**src/hdl/mtoc_pkg.sv**
```systemverilog
package mtoc_pkg;
   // ------------------------------------------------------------
   // trigger output modes
   // ------------------------------------------------------------
   typedef enum logic [2:0] {
      MTOC_TRIG_DONE   = 3'h0,
      MTOC_TRIG_RATE   = 3'h1,
      MTOC_TRIG_THRESH = 3'h2,
      MTOC_TRIG_ENERGY = 3'h3,
      MTOC_TRIG_OFF    = 3'h4
   } mtoc_trig_mode_t;

   // ------------------------------------------------------------
   // command codes
   // ------------------------------------------------------------
   typedef enum logic [3:0] {
      MTOC_CMD_NONE      = 4'h0,
      MTOC_CMD_SET_MODE  = 4'h1,
      MTOC_CMD_SET_RATE  = 4'h2,
      MTOC_CMD_SET_LVL   = 4'h3,
      MTOC_CMD_SET_ELIM  = 4'h4,
      MTOC_CMD_SET_POL   = 4'h5,
      MTOC_CMD_STOP_ALL  = 4'h6,
      MTOC_CMD_STOP_CH   = 4'h7,
      MTOC_CMD_CAP_REF   = 4'h8,
      MTOC_CMD_CAP_ZERO  = 4'h9,
      MTOC_CMD_SET_TONE  = 4'hA,
      MTOC_CMD_SET_DEPTH = 4'hB,
      MTOC_CMD_SET_UNITS = 4'hC,
      MTOC_CMD_SET_ZEN   = 4'hD,
      MTOC_CMD_SET_ACQ   = 4'hE
   } mtoc_cmd_t;

   // ------------------------------------------------------------
   // widths, limits, timing
   // ------------------------------------------------------------
   localparam int          MTOC_DW          = 32;
   localparam int          MTOC_PW          = 40;
   localparam logic [6:0]  MTOC_DEPTH_MAX   = 7'h64;
   localparam logic [3:0]  MTOC_UNITS_MAX   = 4'hA;
   localparam logic [1:0]  MTOC_TONE_NA     = 2'h3;
   localparam int          MTOC_CLK_HZ      = 125000000;
   localparam int          MTOC_TICK_NS     = 1000000;
   localparam int          MTOC_CLK_NS      = 8;
   localparam int          MTOC_TICK_CYC    = (MTOC_TICK_NS + MTOC_CLK_NS - 1) / MTOC_CLK_NS;
   localparam int          MTOC_PULSE_NS    = 1000;
   localparam int          MTOC_PULSE_CYC   = MTOC_PULSE_NS / MTOC_CLK_NS;
   localparam logic [MTOC_PW-1:0] MTOC_RATE_RST = 40'h0007735940;
   localparam logic        MTOC_POL_RST     = 1'b1;
   localparam logic [6:0]  MTOC_DEPTH_RST   = 7'h00;
   localparam logic [3:0]  MTOC_UNITS_RST   = 4'h2;
endpackage : mtoc_pkg

```
**src/hdl/mtoc_top.sv**
```systemverilog
// Summary of operation
// - trigger output has five selectable modes
// - rate mode pulses at programmed period
// - threshold mode active while reading >= threshold
// - energy mode inactive once energy reaches limit
// - polarity bit chooses active level, reads back
// - mode query returns the current mode code
// - global stop ends acquisition on both channels
// - channel stop ends only addressed channel
// - capture reference copies latest channel reading
// - reference readback shows last captured value
// - capture zero copies latest reading to offset
// - tone ticks on peaks only when enabled and in peak mode
// - tone enable without support flags an error
// - tone readback: unavailable, off or on
// - depth readback returns channel depth 0..100
// - units accepted from eleven codes per channel
// - buffer clear on depth, acquisition, units change
// - zeroing subtracts offset from incoming readings
`timescale 1ns/1ps
module mtoc_top (
   // clock and reset
   input  wire logic                         i_clock,
   input  wire logic                         i_reset,
   // command port, one-cycle strobe
   input  wire logic                         i_cmd_valid,
   input  wire logic [3:0]                   i_cmd_code,
   input  wire logic                         i_cmd_chan,
   input  wire logic [mtoc_pkg::MTOC_PW-1:0] i_cmd_arg,
   // measurement side
   input  wire logic [1:0]                   i_sample_valid,
   input  wire logic [mtoc_pkg::MTOC_DW-1:0] i_sample_a,
   input  wire logic [mtoc_pkg::MTOC_DW-1:0] i_sample_b,
   input  wire logic [mtoc_pkg::MTOC_DW-1:0] i_energy_a,
   input  wire logic [1:0]                   i_acq_start,
   input  wire logic [1:0]                   i_peak_seen,
   input  wire logic                         i_peak_mode,
   input  wire logic                         i_tone_supported,
   // trigger and tone pins
   output logic                              o_trigger_out,
   output logic                              o_tone_tick,
   // status and readback
   output logic [2:0]                        o_trigger_mode,
   output logic                              o_trigger_polarity,
   output logic [1:0]                        o_acquiring,
   output logic [mtoc_pkg::MTOC_DW-1:0]      o_reference_a,
   output logic [mtoc_pkg::MTOC_DW-1:0]      o_reference_b,
   output logic [mtoc_pkg::MTOC_DW-1:0]      o_zero_offset_a,
   output logic [mtoc_pkg::MTOC_DW-1:0]      o_zero_offset_b,
   output logic [mtoc_pkg::MTOC_DW-1:0]      o_corrected_a,
   output logic [mtoc_pkg::MTOC_DW-1:0]      o_corrected_b,
   output logic [1:0]                        o_tone_state,
   output logic                              o_cmd_error,
   output logic [6:0]                        o_depth_a,
   output logic [6:0]                        o_depth_b,
   output logic [3:0]                        o_units_a,
   output logic [3:0]                        o_units_b,
   output logic [1:0]                        o_stats_clear
);
   localparam int DW = mtoc_pkg::MTOC_DW;
   localparam int PW = mtoc_pkg::MTOC_PW;

   // ------------------------------------------------------------
   // command decode
   // ------------------------------------------------------------
   wire logic cmd_mode  = i_cmd_valid && i_cmd_code == mtoc_pkg::MTOC_CMD_SET_MODE;
   wire logic cmd_rate  = i_cmd_valid && i_cmd_code == mtoc_pkg::MTOC_CMD_SET_RATE;
   wire logic cmd_lvl   = i_cmd_valid && i_cmd_code == mtoc_pkg::MTOC_CMD_SET_LVL;
   wire logic cmd_elim  = i_cmd_valid && i_cmd_code == mtoc_pkg::MTOC_CMD_SET_ELIM;
   wire logic cmd_pol   = i_cmd_valid && i_cmd_code == mtoc_pkg::MTOC_CMD_SET_POL;
   wire logic cmd_stopa = i_cmd_valid && i_cmd_code == mtoc_pkg::MTOC_CMD_STOP_ALL;
   wire logic cmd_stopc = i_cmd_valid && i_cmd_code == mtoc_pkg::MTOC_CMD_STOP_CH;
   wire logic cmd_cref  = i_cmd_valid && i_cmd_code == mtoc_pkg::MTOC_CMD_CAP_REF;
   wire logic cmd_czero = i_cmd_valid && i_cmd_code == mtoc_pkg::MTOC_CMD_CAP_ZERO;
   wire logic cmd_tone  = i_cmd_valid && i_cmd_code == mtoc_pkg::MTOC_CMD_SET_TONE;
   wire logic cmd_depth = i_cmd_valid && i_cmd_code == mtoc_pkg::MTOC_CMD_SET_DEPTH;
   wire logic cmd_units = i_cmd_valid && i_cmd_code == mtoc_pkg::MTOC_CMD_SET_UNITS;
   wire logic cmd_zen   = i_cmd_valid && i_cmd_code == mtoc_pkg::MTOC_CMD_SET_ZEN;
   wire logic cmd_acq   = i_cmd_valid && i_cmd_code == mtoc_pkg::MTOC_CMD_SET_ACQ;
   wire logic [1:0] ch_sel = i_cmd_chan ? 2'h2 : 2'h1;

   function automatic logic [1:0] chan_hit(input logic hit, input logic [1:0] sel);
      chan_hit = hit ? sel : 2'h0;
   endfunction : chan_hit

   // ------------------------------------------------------------
   // configuration registers
   // ------------------------------------------------------------
   mtoc_pkg::mtoc_trig_mode_t mode_r;
   logic [PW-1:0] rate_r;
   logic [DW-1:0] lvl_r;
   logic [DW-1:0] elim_r;
   logic          pol_r;
   logic          tone_en_r;
   logic [1:0]    zen_r;
   logic [DW-1:0] latest_r   [2];
   logic [DW-1:0] zero_r     [2];
   logic [DW-1:0] ref_r      [2];
   logic [6:0]    depth_r    [2];
   logic [3:0]    units_r    [2];
   logic [1:0]    acq_r;
   logic [1:0]    clear_r;
   logic          err_r;

   wire logic mode_ok = i_cmd_arg[2:0] <= 3'(mtoc_pkg::MTOC_TRIG_OFF);
   wire logic [6:0] depth_arg = (i_cmd_arg[6:0] > mtoc_pkg::MTOC_DEPTH_MAX) ?
                                mtoc_pkg::MTOC_DEPTH_MAX : i_cmd_arg[6:0];
   wire logic units_ok = i_cmd_arg[3:0] <= mtoc_pkg::MTOC_UNITS_MAX;
   wire logic rate_ok  = i_cmd_arg != '0;
   // the host passes the polarity value unchanged; only bit 0 is kept
   wire logic [1:0] stop_hit = (cmd_stopa ? 2'h3 : 2'h0) | chan_hit(cmd_stopc, ch_sel);
   wire logic [1:0] units_hit = chan_hit(cmd_units && units_ok, ch_sel);
   wire logic [1:0] depth_hit = chan_hit(cmd_depth, ch_sel);
   wire logic [1:0] acq_hit   = chan_hit(cmd_acq, ch_sel);

   // zero capture takes the raw reading so the offset never compounds
   logic [DW-1:0] raw_last_r [2];
   function automatic logic [DW-1:0] raw_latest(input int c);
      raw_latest = raw_last_r[c];
   endfunction : raw_latest

   always_ff @(posedge i_clock) begin
      if (i_reset) begin
         mode_r    <= mtoc_pkg::MTOC_TRIG_OFF;
         rate_r    <= mtoc_pkg::MTOC_RATE_RST;
         lvl_r     <= '0;
         elim_r    <= '0;
         pol_r     <= mtoc_pkg::MTOC_POL_RST;
         tone_en_r <= 1'b0;
         zen_r     <= 2'h0;
         err_r     <= 1'b0;
      end else begin
         if (cmd_mode && mode_ok)
            mode_r <= mtoc_pkg::mtoc_trig_mode_t'(i_cmd_arg[2:0]);
         if (cmd_rate && rate_ok)
            rate_r <= i_cmd_arg;
         if (cmd_lvl)
            lvl_r <= i_cmd_arg[DW-1:0];
         if (cmd_elim)
            elim_r <= i_cmd_arg[DW-1:0];
         if (cmd_pol)
            pol_r <= i_cmd_arg[0];
         if (cmd_tone && i_tone_supported)
            tone_en_r <= i_cmd_arg[0];
         if (cmd_zen)
            zen_r[i_cmd_chan] <= i_cmd_arg[0];
         err_r <= cmd_tone && !i_tone_supported;
      end
   end

   // ------------------------------------------------------------
   // per-channel acquisition, capture and buffer control
   // ------------------------------------------------------------
   for (genvar c = 0; c < 2; c++) begin : g_chan
      wire logic [DW-1:0] raw = (c == 0) ? i_sample_a : i_sample_b;
      wire logic [DW-1:0] cor = zen_r[c] ? raw - zero_r[c] : raw;
      always_ff @(posedge i_clock) begin
         if (i_reset) begin
            acq_r[c]    <= 1'b0;
            latest_r[c] <= '0;
            zero_r[c]   <= '0;
            ref_r[c]    <= '0;
            depth_r[c]  <= mtoc_pkg::MTOC_DEPTH_RST;
            units_r[c]  <= mtoc_pkg::MTOC_UNITS_RST;
            clear_r[c]  <= 1'b0;
         end else begin
            // stop wins over a start in the same cycle; idle stays idle
            if (stop_hit[c])
               acq_r[c] <= 1'b0;
            else if (i_acq_start[c])
               acq_r[c] <= 1'b1;
            if (i_sample_valid[c])
               latest_r[c] <= cor;
            if (cmd_cref && ch_sel[c])
               ref_r[c] <= latest_r[c];
            if (cmd_czero && ch_sel[c])
               zero_r[c] <= raw_latest(c);
            if (depth_hit[c])
               depth_r[c] <= depth_arg;
            if (units_hit[c])
               units_r[c] <= i_cmd_arg[3:0];
            clear_r[c] <= depth_hit[c] || acq_hit[c] ||
                          (units_hit[c] && i_cmd_arg[3:0] != units_r[c]);
         end
      end
   end

   always_ff @(posedge i_clock) begin
      if (i_reset) begin
         raw_last_r[0] <= '0;
         raw_last_r[1] <= '0;
      end else begin
         if (i_sample_valid[0])
            raw_last_r[0] <= i_sample_a;
         if (i_sample_valid[1])
            raw_last_r[1] <= i_sample_b;
      end
   end

   // ------------------------------------------------------------
   // trigger generation
   // ------------------------------------------------------------
   logic [$clog2(mtoc_pkg::MTOC_TICK_CYC)-1:0] tick_cnt_r;
   logic [PW-1:0]  period_cnt_r;
   logic [7:0]     pulse_cnt_r;
   logic           active_r;
   wire logic tick = tick_cnt_r == '0;
   wire logic mode_chg = cmd_mode && mode_ok;
   // period counted in ms ticks: slow rates need a wide counter, not fine steps
   wire logic period_end = tick && period_cnt_r <= 40'h1;
   wire logic fire = (mode_r == mtoc_pkg::MTOC_TRIG_DONE && |i_sample_valid) ||
                     (mode_r == mtoc_pkg::MTOC_TRIG_RATE && period_end);

   always_ff @(posedge i_clock) begin
      if (i_reset || mode_chg) begin
         tick_cnt_r   <= '0;
         period_cnt_r <= '0;
         pulse_cnt_r  <= '0;
      end else begin
         tick_cnt_r <= tick ? ($bits(tick_cnt_r))'(mtoc_pkg::MTOC_TICK_CYC - 1)
                            : tick_cnt_r - 1'b1;
         if (period_end)
            period_cnt_r <= rate_r;
         else if (tick)
            period_cnt_r <= period_cnt_r - 1'b1;
         if (fire)
            pulse_cnt_r <= 8'(mtoc_pkg::MTOC_PULSE_CYC);
         else if (pulse_cnt_r != '0)
            pulse_cnt_r <= pulse_cnt_r - 1'b1;
      end
   end

   always_comb begin
      case (mode_r)
         mtoc_pkg::MTOC_TRIG_DONE:   active_r = pulse_cnt_r != '0;
         mtoc_pkg::MTOC_TRIG_RATE:   active_r = pulse_cnt_r != '0;
         mtoc_pkg::MTOC_TRIG_THRESH: active_r = latest_r[0] >= lvl_r;
         mtoc_pkg::MTOC_TRIG_ENERGY: active_r = i_energy_a < elim_r;
         default:                    active_r = 1'b0;
      endcase
   end

   // ------------------------------------------------------------
   // registered outputs
   // ------------------------------------------------------------
   always_ff @(posedge i_clock) begin
      if (i_reset) begin
         o_trigger_out <= !mtoc_pkg::MTOC_POL_RST;
         o_tone_tick   <= 1'b0;
      end else begin
         o_trigger_out <= pol_r ? active_r : !active_r;
         o_tone_tick   <= tone_en_r && i_peak_mode && |i_peak_seen;
      end
   end

   always_ff @(posedge i_clock) begin
      o_trigger_mode     <= mode_r;
      o_trigger_polarity <= pol_r;
      o_acquiring        <= acq_r;
      o_reference_a      <= ref_r[0];
      o_reference_b      <= ref_r[1];
      o_zero_offset_a    <= zero_r[0];
      o_zero_offset_b    <= zero_r[1];
      o_corrected_a      <= latest_r[0];
      o_corrected_b      <= latest_r[1];
      o_tone_state       <= i_tone_supported ? {1'b0, tone_en_r} : mtoc_pkg::MTOC_TONE_NA;
      o_cmd_error        <= err_r;
      o_depth_a          <= depth_r[0];
      o_depth_b          <= depth_r[1];
      o_units_a          <= units_r[0];
      o_units_b          <= units_r[1];
      o_stats_clear      <= clear_r;
   end
endmodule : mtoc_top

```
**config.mk**
```make
export PLATFORM = sky130hd
export DESIGN_NAME = mtoc_top
export DESIGN_NICKNAME = d
export VERILOG_FILES = /design/src/hdl/mtoc_pkg.sv /design/src/hdl/mtoc_top.sv
export SDC_FILE = /design/constraint.sdc
export NUM_CORES = 1
export LEC_CHECK = 0
export CAP_MARGIN = 20
export CORE_UTILIZATION = 70
export CTS_BUF_LIST = sky130_fd_sc_hd__clkbuf_4
export DETAILED_ROUTE_END_ITERATION = 8
export DONT_BUFFER_PORTS = 1
export PLACE_DENSITY_LB_ADDON = 0.25
export SYNTH_ARGS = -nofsm -noshare
export SYNTH_HDL_FRONTEND = slang
export SYNTH_SLANG_ARGS = --single-unit
```
**constraint.sdc**
```tcl
create_clock -name i_clock -period 8.2 [get_ports i_clock]
set_clock_uncertainty 0.2 [all_clocks]
set_input_delay 1.64 -clock i_clock [delete_from_list [all_inputs] [get_ports i_clock]]
set_output_delay 1.64 -clock i_clock [all_outputs]
set_load 0.02 [all_outputs]
```
Yosys cells after proc, flatten, opt, wreduce, memory -nomap -nowiden
Memory sizes are Yosys's and may differ from the RTL's. A register that Yosys moved wholly into a read port is not among the register bits.
Index checks and enable logic that the tools add are counted.
- add/sub/neg operators: 5
- multipliers: 0
- divide/modulo/power cells: 0
- $lt $le $gt $ge: 8
- eq/ne operators: 19
- shifts and indexed selects: 0
- muxes and demuxes: 64
- bitwise gates (word level): 13
- reduce and logical (&&, ||, !) cells: 52
- operators with widths (operator ; count):
    $mux W32 ; 10
    $mux W40 ; 2
    $sub A32 B32 Y32 ; 2
    $le A40 B1 Y1 const B ; 1
    $reduce_bool A40 Y1 ; 1
    $sub A40 B1 Y40 const B ; 1
    $mux W7 ; 5
    $mux W1 ; 34
    $ge A32 B32 Y1 ; 1
    $lt A32 B32 Y1 ; 1
    $logic_and A1 B1 Y1 ; 31
    $eq A4 B4 Y1 const B ; 7
    $logic_not A17 Y1 ; 1
    $mux W17 ; 1
    $sub A17 B1 Y17 const B ; 1
    $eq A4 B3 Y1 const B ; 4
    $mux W2 ; 7
    $reduce_or A2 Y1 ; 7
    $or A1 B1 Y1 ; 12
    $eq A4 B2 Y1 const B ; 2
    $mux W4 ; 2
    $ne A4 B4 Y1 ; 2
    $reduce_bool A8 Y1 ; 1
    $sub A8 B1 Y8 const B ; 1
    other kinds (16) ; 24
- bits in registers: 330
- bits in latches: 0
- memory bits (writable): 278
- bits in read-only memories: 0
- memories: 6
- memory list (name ; depth ; width ; rd ports ; clocked after Yosys merged registers in ; wr ports ; line ; source):
    latest_r ; 2 ; 32 ; 2 ; 0 ; 2 ; mtoc_top.sv:96 ; logic [DW-1:0] latest_r [2];
    raw_last_r ; 2 ; 32 ; 2 ; 0 ; 2 ; mtoc_top.sv:117 ; logic [DW-1:0] raw_last_r [2];
    ref_r ; 2 ; 32 ; 2 ; 2 ; 2 ; mtoc_top.sv:98 ; logic [DW-1:0] ref_r [2];
    zero_r ; 2 ; 32 ; 2 ; 0 ; 2 ; mtoc_top.sv:97 ; logic [DW-1:0] zero_r [2];
    depth_r ; 2 ; 7 ; 2 ; 2 ; 2 ; mtoc_top.sv:99 ; logic [6:0] depth_r [2];
    units_r ; 2 ; 4 ; 2 ; 0 ; 2 ; mtoc_top.sv:100 ; logic [3:0] units_r [2];

Depth between registers and ports, before layout
Gate-level depths: netlist of run 1.
- depth in word-level cells: 8
- mapped depth: 12
- depth with buffers taken out: 12

Worst setup path before layout of run 1
OpenSTA, ideal clock, no wires.
- path kind: input-to-reg
- start point: in i_cmd_code[1]
- end point: mem ref_r[1][0] (netlist name), enable pin
- library setup time: 0.466 ns
- data arrival time: 4.383 ns
- data required time: 7.534 ns
- slack: 3.152 ns
- stages on the path: 4
- path buffers: 1
- cells stage by stage: clkbuf_1 > nor2_1 > nand2_1 > o21ai_0
- RTL lines (what ; line ; source):
    start, declared ; mtoc_top.sv:27 ; input wire logic [3:0] i_cmd_code,
    end, declared ; mtoc_top.sv:98 ;

==> impl_metrics.toml, run 1 <==
[run_status]
status = "finished clean"

[final_layout]
fin_nets = 2988
fin_area_mm2 = 0.0309
fill_cells = 2566
drive_above_1_share = 0.120
syn2layout_area_growth_pct = 9.84

[run]
cap_viol_max_count = 0

[floorplan]
die-area_mm2 = 0.0411
start_util = 0.709
io_pins = 379
fp.dieH_um = 203
rows = 73
die_x_um = 203
core_mm2 = 0.0397

[clock_network]
clock_latency_ps = 1000
ctsHoldBuffers = 0
cts_num_sinks = 686
htree_levels = 4
root_buffer = "clkbuf_4"
numCtsBuffers = 167
post_cts_buffers = 0
clockBufferDepth = 3
tritoncts = "done"
cts-resized-gates = 0
cts.clk_slew.worst_paths_ps = 80

[placed_design]
placed_cell_area_mm2 = 0.0286
io_buffers = 0
pre_cts_slack_ps = 3190
routabilityCongestion = 0.921
dpl.hpwl_um = 49500

[route]
antenna_left = 0
vias_per_cell = 6.03
wl_per_cell_um = 21.5
first_iter_violations = 1762
drt_wl_total_um = 72500
via_count = 20400
drc = 0
firstDrtPassIters = 5

[pwr]
p_leak_nw = 12.4
peakVddDrop_v = 0.000278
p_per_area_mw_per_mm2 = 291
p_total_mw = 8.99

[global_route]
grt_pass1_vias = 20200
antenna_found_initial = 7
grt_usage = 0.354
grt_pass1_wl_um = 111000
grt_overflow = 0
grt_max_degree = 112

[synth]
synth_area_leader_cell = "edfxtp_1"
yosys.area.top_type_share = 0.296
yosys_warnings = 0
synth.avg_cell_area_um2 = 10.7
syn_inst = 2625
synth_nets = 2908
synth_common_cells = "dfxtp_1, edfxtp_1, nand2_1, a21oi_1, nor2_1"
synthMostInstantiatedCell = "dfxtp_1"
synth_cell_types = 76
synth.yosys.seq_area_share = 0.586
synth-edff-count = 278
netlist_area_mm2 = 0.0282
synthFlopType = "dfxtp_1"
synth_area_leaders = "edfxtp_1, dfxtp_1, ha_1, and2_1, a21oi_1"
synth_seq_cells = 686
synth_async_sr_flop_share = 0

[worst_setup_path]
crit_arrival_ps = 4620
path_class = "primary input to flop"
end_kind = "flop"
critPathLaunch = "i_sample_b[13]"
worst_setup_path_start_kind = "primary input"
r2r_start = "zero_r[1][7]"
worst-path-max-fanout = 4
r2r.worst_path.cells = 11
cp.required_ps = 8760

[sta]
maxSlewHeadroom = 0.239
setup_viol_count_final = 0
tightestPinTransition_ps = 1140
fmax_mhz = 246
slew_viol_final = 0
worst_slack_ps = 4140
finalCritPeriodShare = 0.495
hold-worst-slack_ps = 86.5
tns_ps = 0
hold_violations = 0
grt_setup_unrepaired = "no"
post-route-min-period_ps = 4060

[hold_path]
min_path_cells = 0
min_from = "ref_r[0][26]"
hold_path_class = "flop to flop"
==> sequential cells by signal (all words and copies together) (netlist names), 40 cells and up <==
name	count
ref_r	64
rate_r	40
latest_r	64
period_cnt_r	40
zero_r	64
raw_last_r	64
==> routing by layer <==
layer,GRT usage,routed length [um]
met5,0,22
met2,0.565,34000
met1,0.435,28500
met4,0.160,2590
met3,0.120,7470
==> final cells by class <==
class / instances / area [um^2] / area share
Sequential cell: 686 / 16500 / 0.534
Clock inverter: 40 / 256 / 0.00829
Antenna cell: 8 / 20.0 / 0.000647
Multi-Input combinational cell: 1664 / 10700 / 0.345
Inverter: 166 / 623 / 0.0201
Clock buffer: 268 / 2010 / 0.0650
Tap cell: 525 / 657 / 0.0212
Timing Repair Buffer: 20 / 178 / 0.00574
==> power by group <==
group | internal [mW] | switching [mW]
Clock | 1.58 | 1.38
Sequential | 3.78 | 0.225
Combinational | 0.703 | 1.33
==> cell usage in the layout, fill, tap and decap left out, types with 18 or more instances in the layout <==
master	instances
dfxtp_1	408
edfxtp_1	278
clkbuf_4	268
nand2_1	240
a21oi_1	190
nor2_1	187
inv_1	164
and2_1	153
ha_1	129
o21ai_0	92
mux2i_1	80
nor2b_1	76
nor3_1	52
a21o_1	50
nand3_1	44
xnor2_1	36
xor2_1	28
clkinv_1	25
nor4_1	24
a211oi_1	19
nand4_1	18
==> final timing paths <==
check	slack (ps)	endpoint
worst max register to register	4390	latest_r[1][30]
worst max-delay path	4140	latest_r[1][30]
worst min-delay path	90	o_reference_a[26]
worst min register to register	90	o_reference_a[26]
==> cell families (layout without fill, tap and decap cells) <==
group / after synthesis / after routing / synth area share
AO/OA/AOI/OAI: 487 / 487 / 0.107
XOR/XNOR: 64 / 64 / 0.0199
adder cells (fa/ha/maj): 131 / 131 / 0.0587
buffers and inverters: 275 / 494 / 0.0373
flip-flops: 686 / 686 / 0.586
multiplexers: 81 / 81 / 0.0288
other: 0 / 8 / 0
AND/OR/NAND/NOR: 901 / 901 / 0.162
==> worst max-delay path, cell delays in order <==
cell and delay [ps]:
ha_1 320, a21o_1 200, or2_2 280, a2111oi_0 630
nor4_1 130, nor3_1 540, o221ai_1 230, o41ai_1 340
mux2i_1 240, nand2_1 70
==> stage by stage <==
step | instances | util
final | 3377 | 0.779
after global routing | 3376 | 0.779
after CTS | 3367 | 0.778
after detailed placement | 3059 | 0.720
after global placement | 3058 | 0.720
after floorplan | 2625 | -
No activity file was read; power rests on OpenSTA's default activity.
==> run 2, diff against run 1 <==
- CORE_UTILIZATION: 70 -> 66
- clock period: 8.2 -> 4.2 ns (I/O delays scaled with it)
==> run 2 against run 1 <==
  * Combinational power increased by 110%
  * Worst setup slack got worse by 3600 ps
  * Die area increased by 6.0%
  * Hold slack got worse by 39 ps
  * Non-clock buffer count increased by 144
==> impl_metrics.toml, run 2 (same netlist as run 1, synthesis figures left out) <==
[final_layout]
multi_input_area_mm2 = 0.0107
fill_cells = 2652
layout_commonest_cell = "dfxtp_1"
final_cell_mix = "dfxtp_1, edfxtp_1, clkbuf_4"
drive_above_1_share = 0.113
seq_area_mm2 = 0.0165
fin_nets = 3131
fin_cells = 3541
fin_area_mm2 = 0.0324
syn2layout_area_growth_pct = 14.8

[worst_setup_path]
worst_setup_path_start_kind = "flop"
crit_path_top_delay_cell = "or4b_2"
end_kind = "flop"
crit_arrival_ps = 4450
cp_top_family = "simple AND/OR/NAND/NOR gates"
max_stage_delay_ps = 670
path_class = "flop to flop"
cp_cell_sequence = "inv_1 > ha_1 > or4b_2 > or2_2 > nor3_1 > nand2b_1 > nor2_1 > nand3_1 > o31ai_1 > nand2_1 > a21oi_1"
worst-path-max-fanout = 6
crit_buf_inv = 1
cp.required_ps = 4960
r2r_slack_ps = 510

[floorplan]
start_util = 0.670
rows = 75
fp.dieH_um = 209
core_mm2 = 0.0420
die_x_um = 209
die-area_mm2 = 0.0435
io_pins = 379

[sta]
tightestPinTransition_ps = 1040
tns_ps = 0
setup_viol_count_final = 0
hold_violations = 0
finalCritPeriodShare = 0.878
slew_viol_final = 0
fmax_mhz = 271
maxSlewHeadroom = 0.304
grt_setup_unrepaired = "no"
hold-worst-slack_ps = 47.8
post-route-min-period_ps = 3690

[global_route]
grt_max_degree = 102
antenna_found_initial = 6
grt_usage = 0.375
grt_pass1_vias = 21000
grt_overflow = 0
grt_pass1_wl_um = 123000

[clock_network]
tritoncts = "done"
cts_num_sinks = 686
cts-resized-gates = 0
clockBufferDepth = 3
clock_latency_ps = 1060
htree_levels = 4
cts.clk_slew.worst_paths_ps = 80
root_buffer = "clkbuf_4"
numCtsBuffers = 166

[pwr]
internal-power_mw = 11.8
peakVddDrop_v = 0.000538
p_seq_frac = 0.439
p_leak_nw = 13.0
p_per_area_mw_per_mm2 = 550
pwr-share-clk = 0.319
sw_frac_of_total = 0.334
combPwrFrac = 0.242
switchingPower_mw = 5.95

[placed_design]
dpl.hpwl_um = 50200
placed_cell_area_mm2 = 0.0288
dp_cells = 3089
io_buffers = 0
routabilityCongestion = 0.891

[route]
firstDrtPassIters = 8
first_iter_violations = 2356
vias_per_cell = 6.09
wl_per_cell_um = 23.1
drc = 0
via_count = 21600
drt_wl_total_um = 81800
antenna_left = 0

[run_status]
status = "finished clean"

[hold_path]
hold_path_class = "primary input to flop"

[run]
cap_viol_max_count = 0
[run 2: stage by stage]
step	setup WS, ps	util	power [mW]
3_5_place_dp	207	0.684	11.9
6_report	511	0.770	17.8
5_1_grt	313	0.769	18.7
4_1_cts	607	0.768	17.7
3_3_place_gp	254	0.684	11.7
2_1_floorplan	25.1	-	10.9
[run 2: power groups by stage]
stage	combinational (mW)	sequential, mW	clock, mW
2_1_floorplan	3.12	7.82	0
3_3_place_gp	3.82	7.92	0
3_5_place_dp	3.99	7.95	0
4_1_cts	4.18	7.80	5.69
5_1_grt	4.71	7.85	6.12
6_report	4.31	7.82	5.68
[run 2: tightest hold or removal path, cell delays in order]
cell and delay (ps):
and3_1 150, nand3_1 110, nor2_1 100
[run 2: area by class of cell]
type | instances | share of cell area
flip-flops and latches | 686 | 0.510
multi-input cells | 1664 | 0.331
well taps | 539 | 0.0208
diodes | 17 | 0.00131
clock buffers | 243 | 0.0564
clock inverters | 62 | 0.0116
inverters | 166 | 0.0193
repair buffers | 164 | 0.0496
[run 2: path summary, 6_finish.rpt]
kind | from | to | cells past startpoint
worst max register to register | period_cnt_r[0] | period_cnt_r[38] | 11
worst min register to register | ref_r[1][19] | o_reference_b[19] | 0
worst max-delay path | period_cnt_r[0] | period_cnt_r[38] | 11
worst min-delay path | i_cmd_code[0] | depth_r[1][2] | 3
[run 2: layer usage]
layer	track usage	vias to the layer above	wire, um
li1	-	9751	-
met1	0.469	10300	30900
met2	0.589	1268	38100
met3	0.127	271	9420
met5	0	-	13
met4	0.174	2	3330
[run 2: what timing repair did]
action	4_1_cts	5_1_grt
hold endpoints to repair	279	0
buffers inserted	0	0
hold buffers	129	0
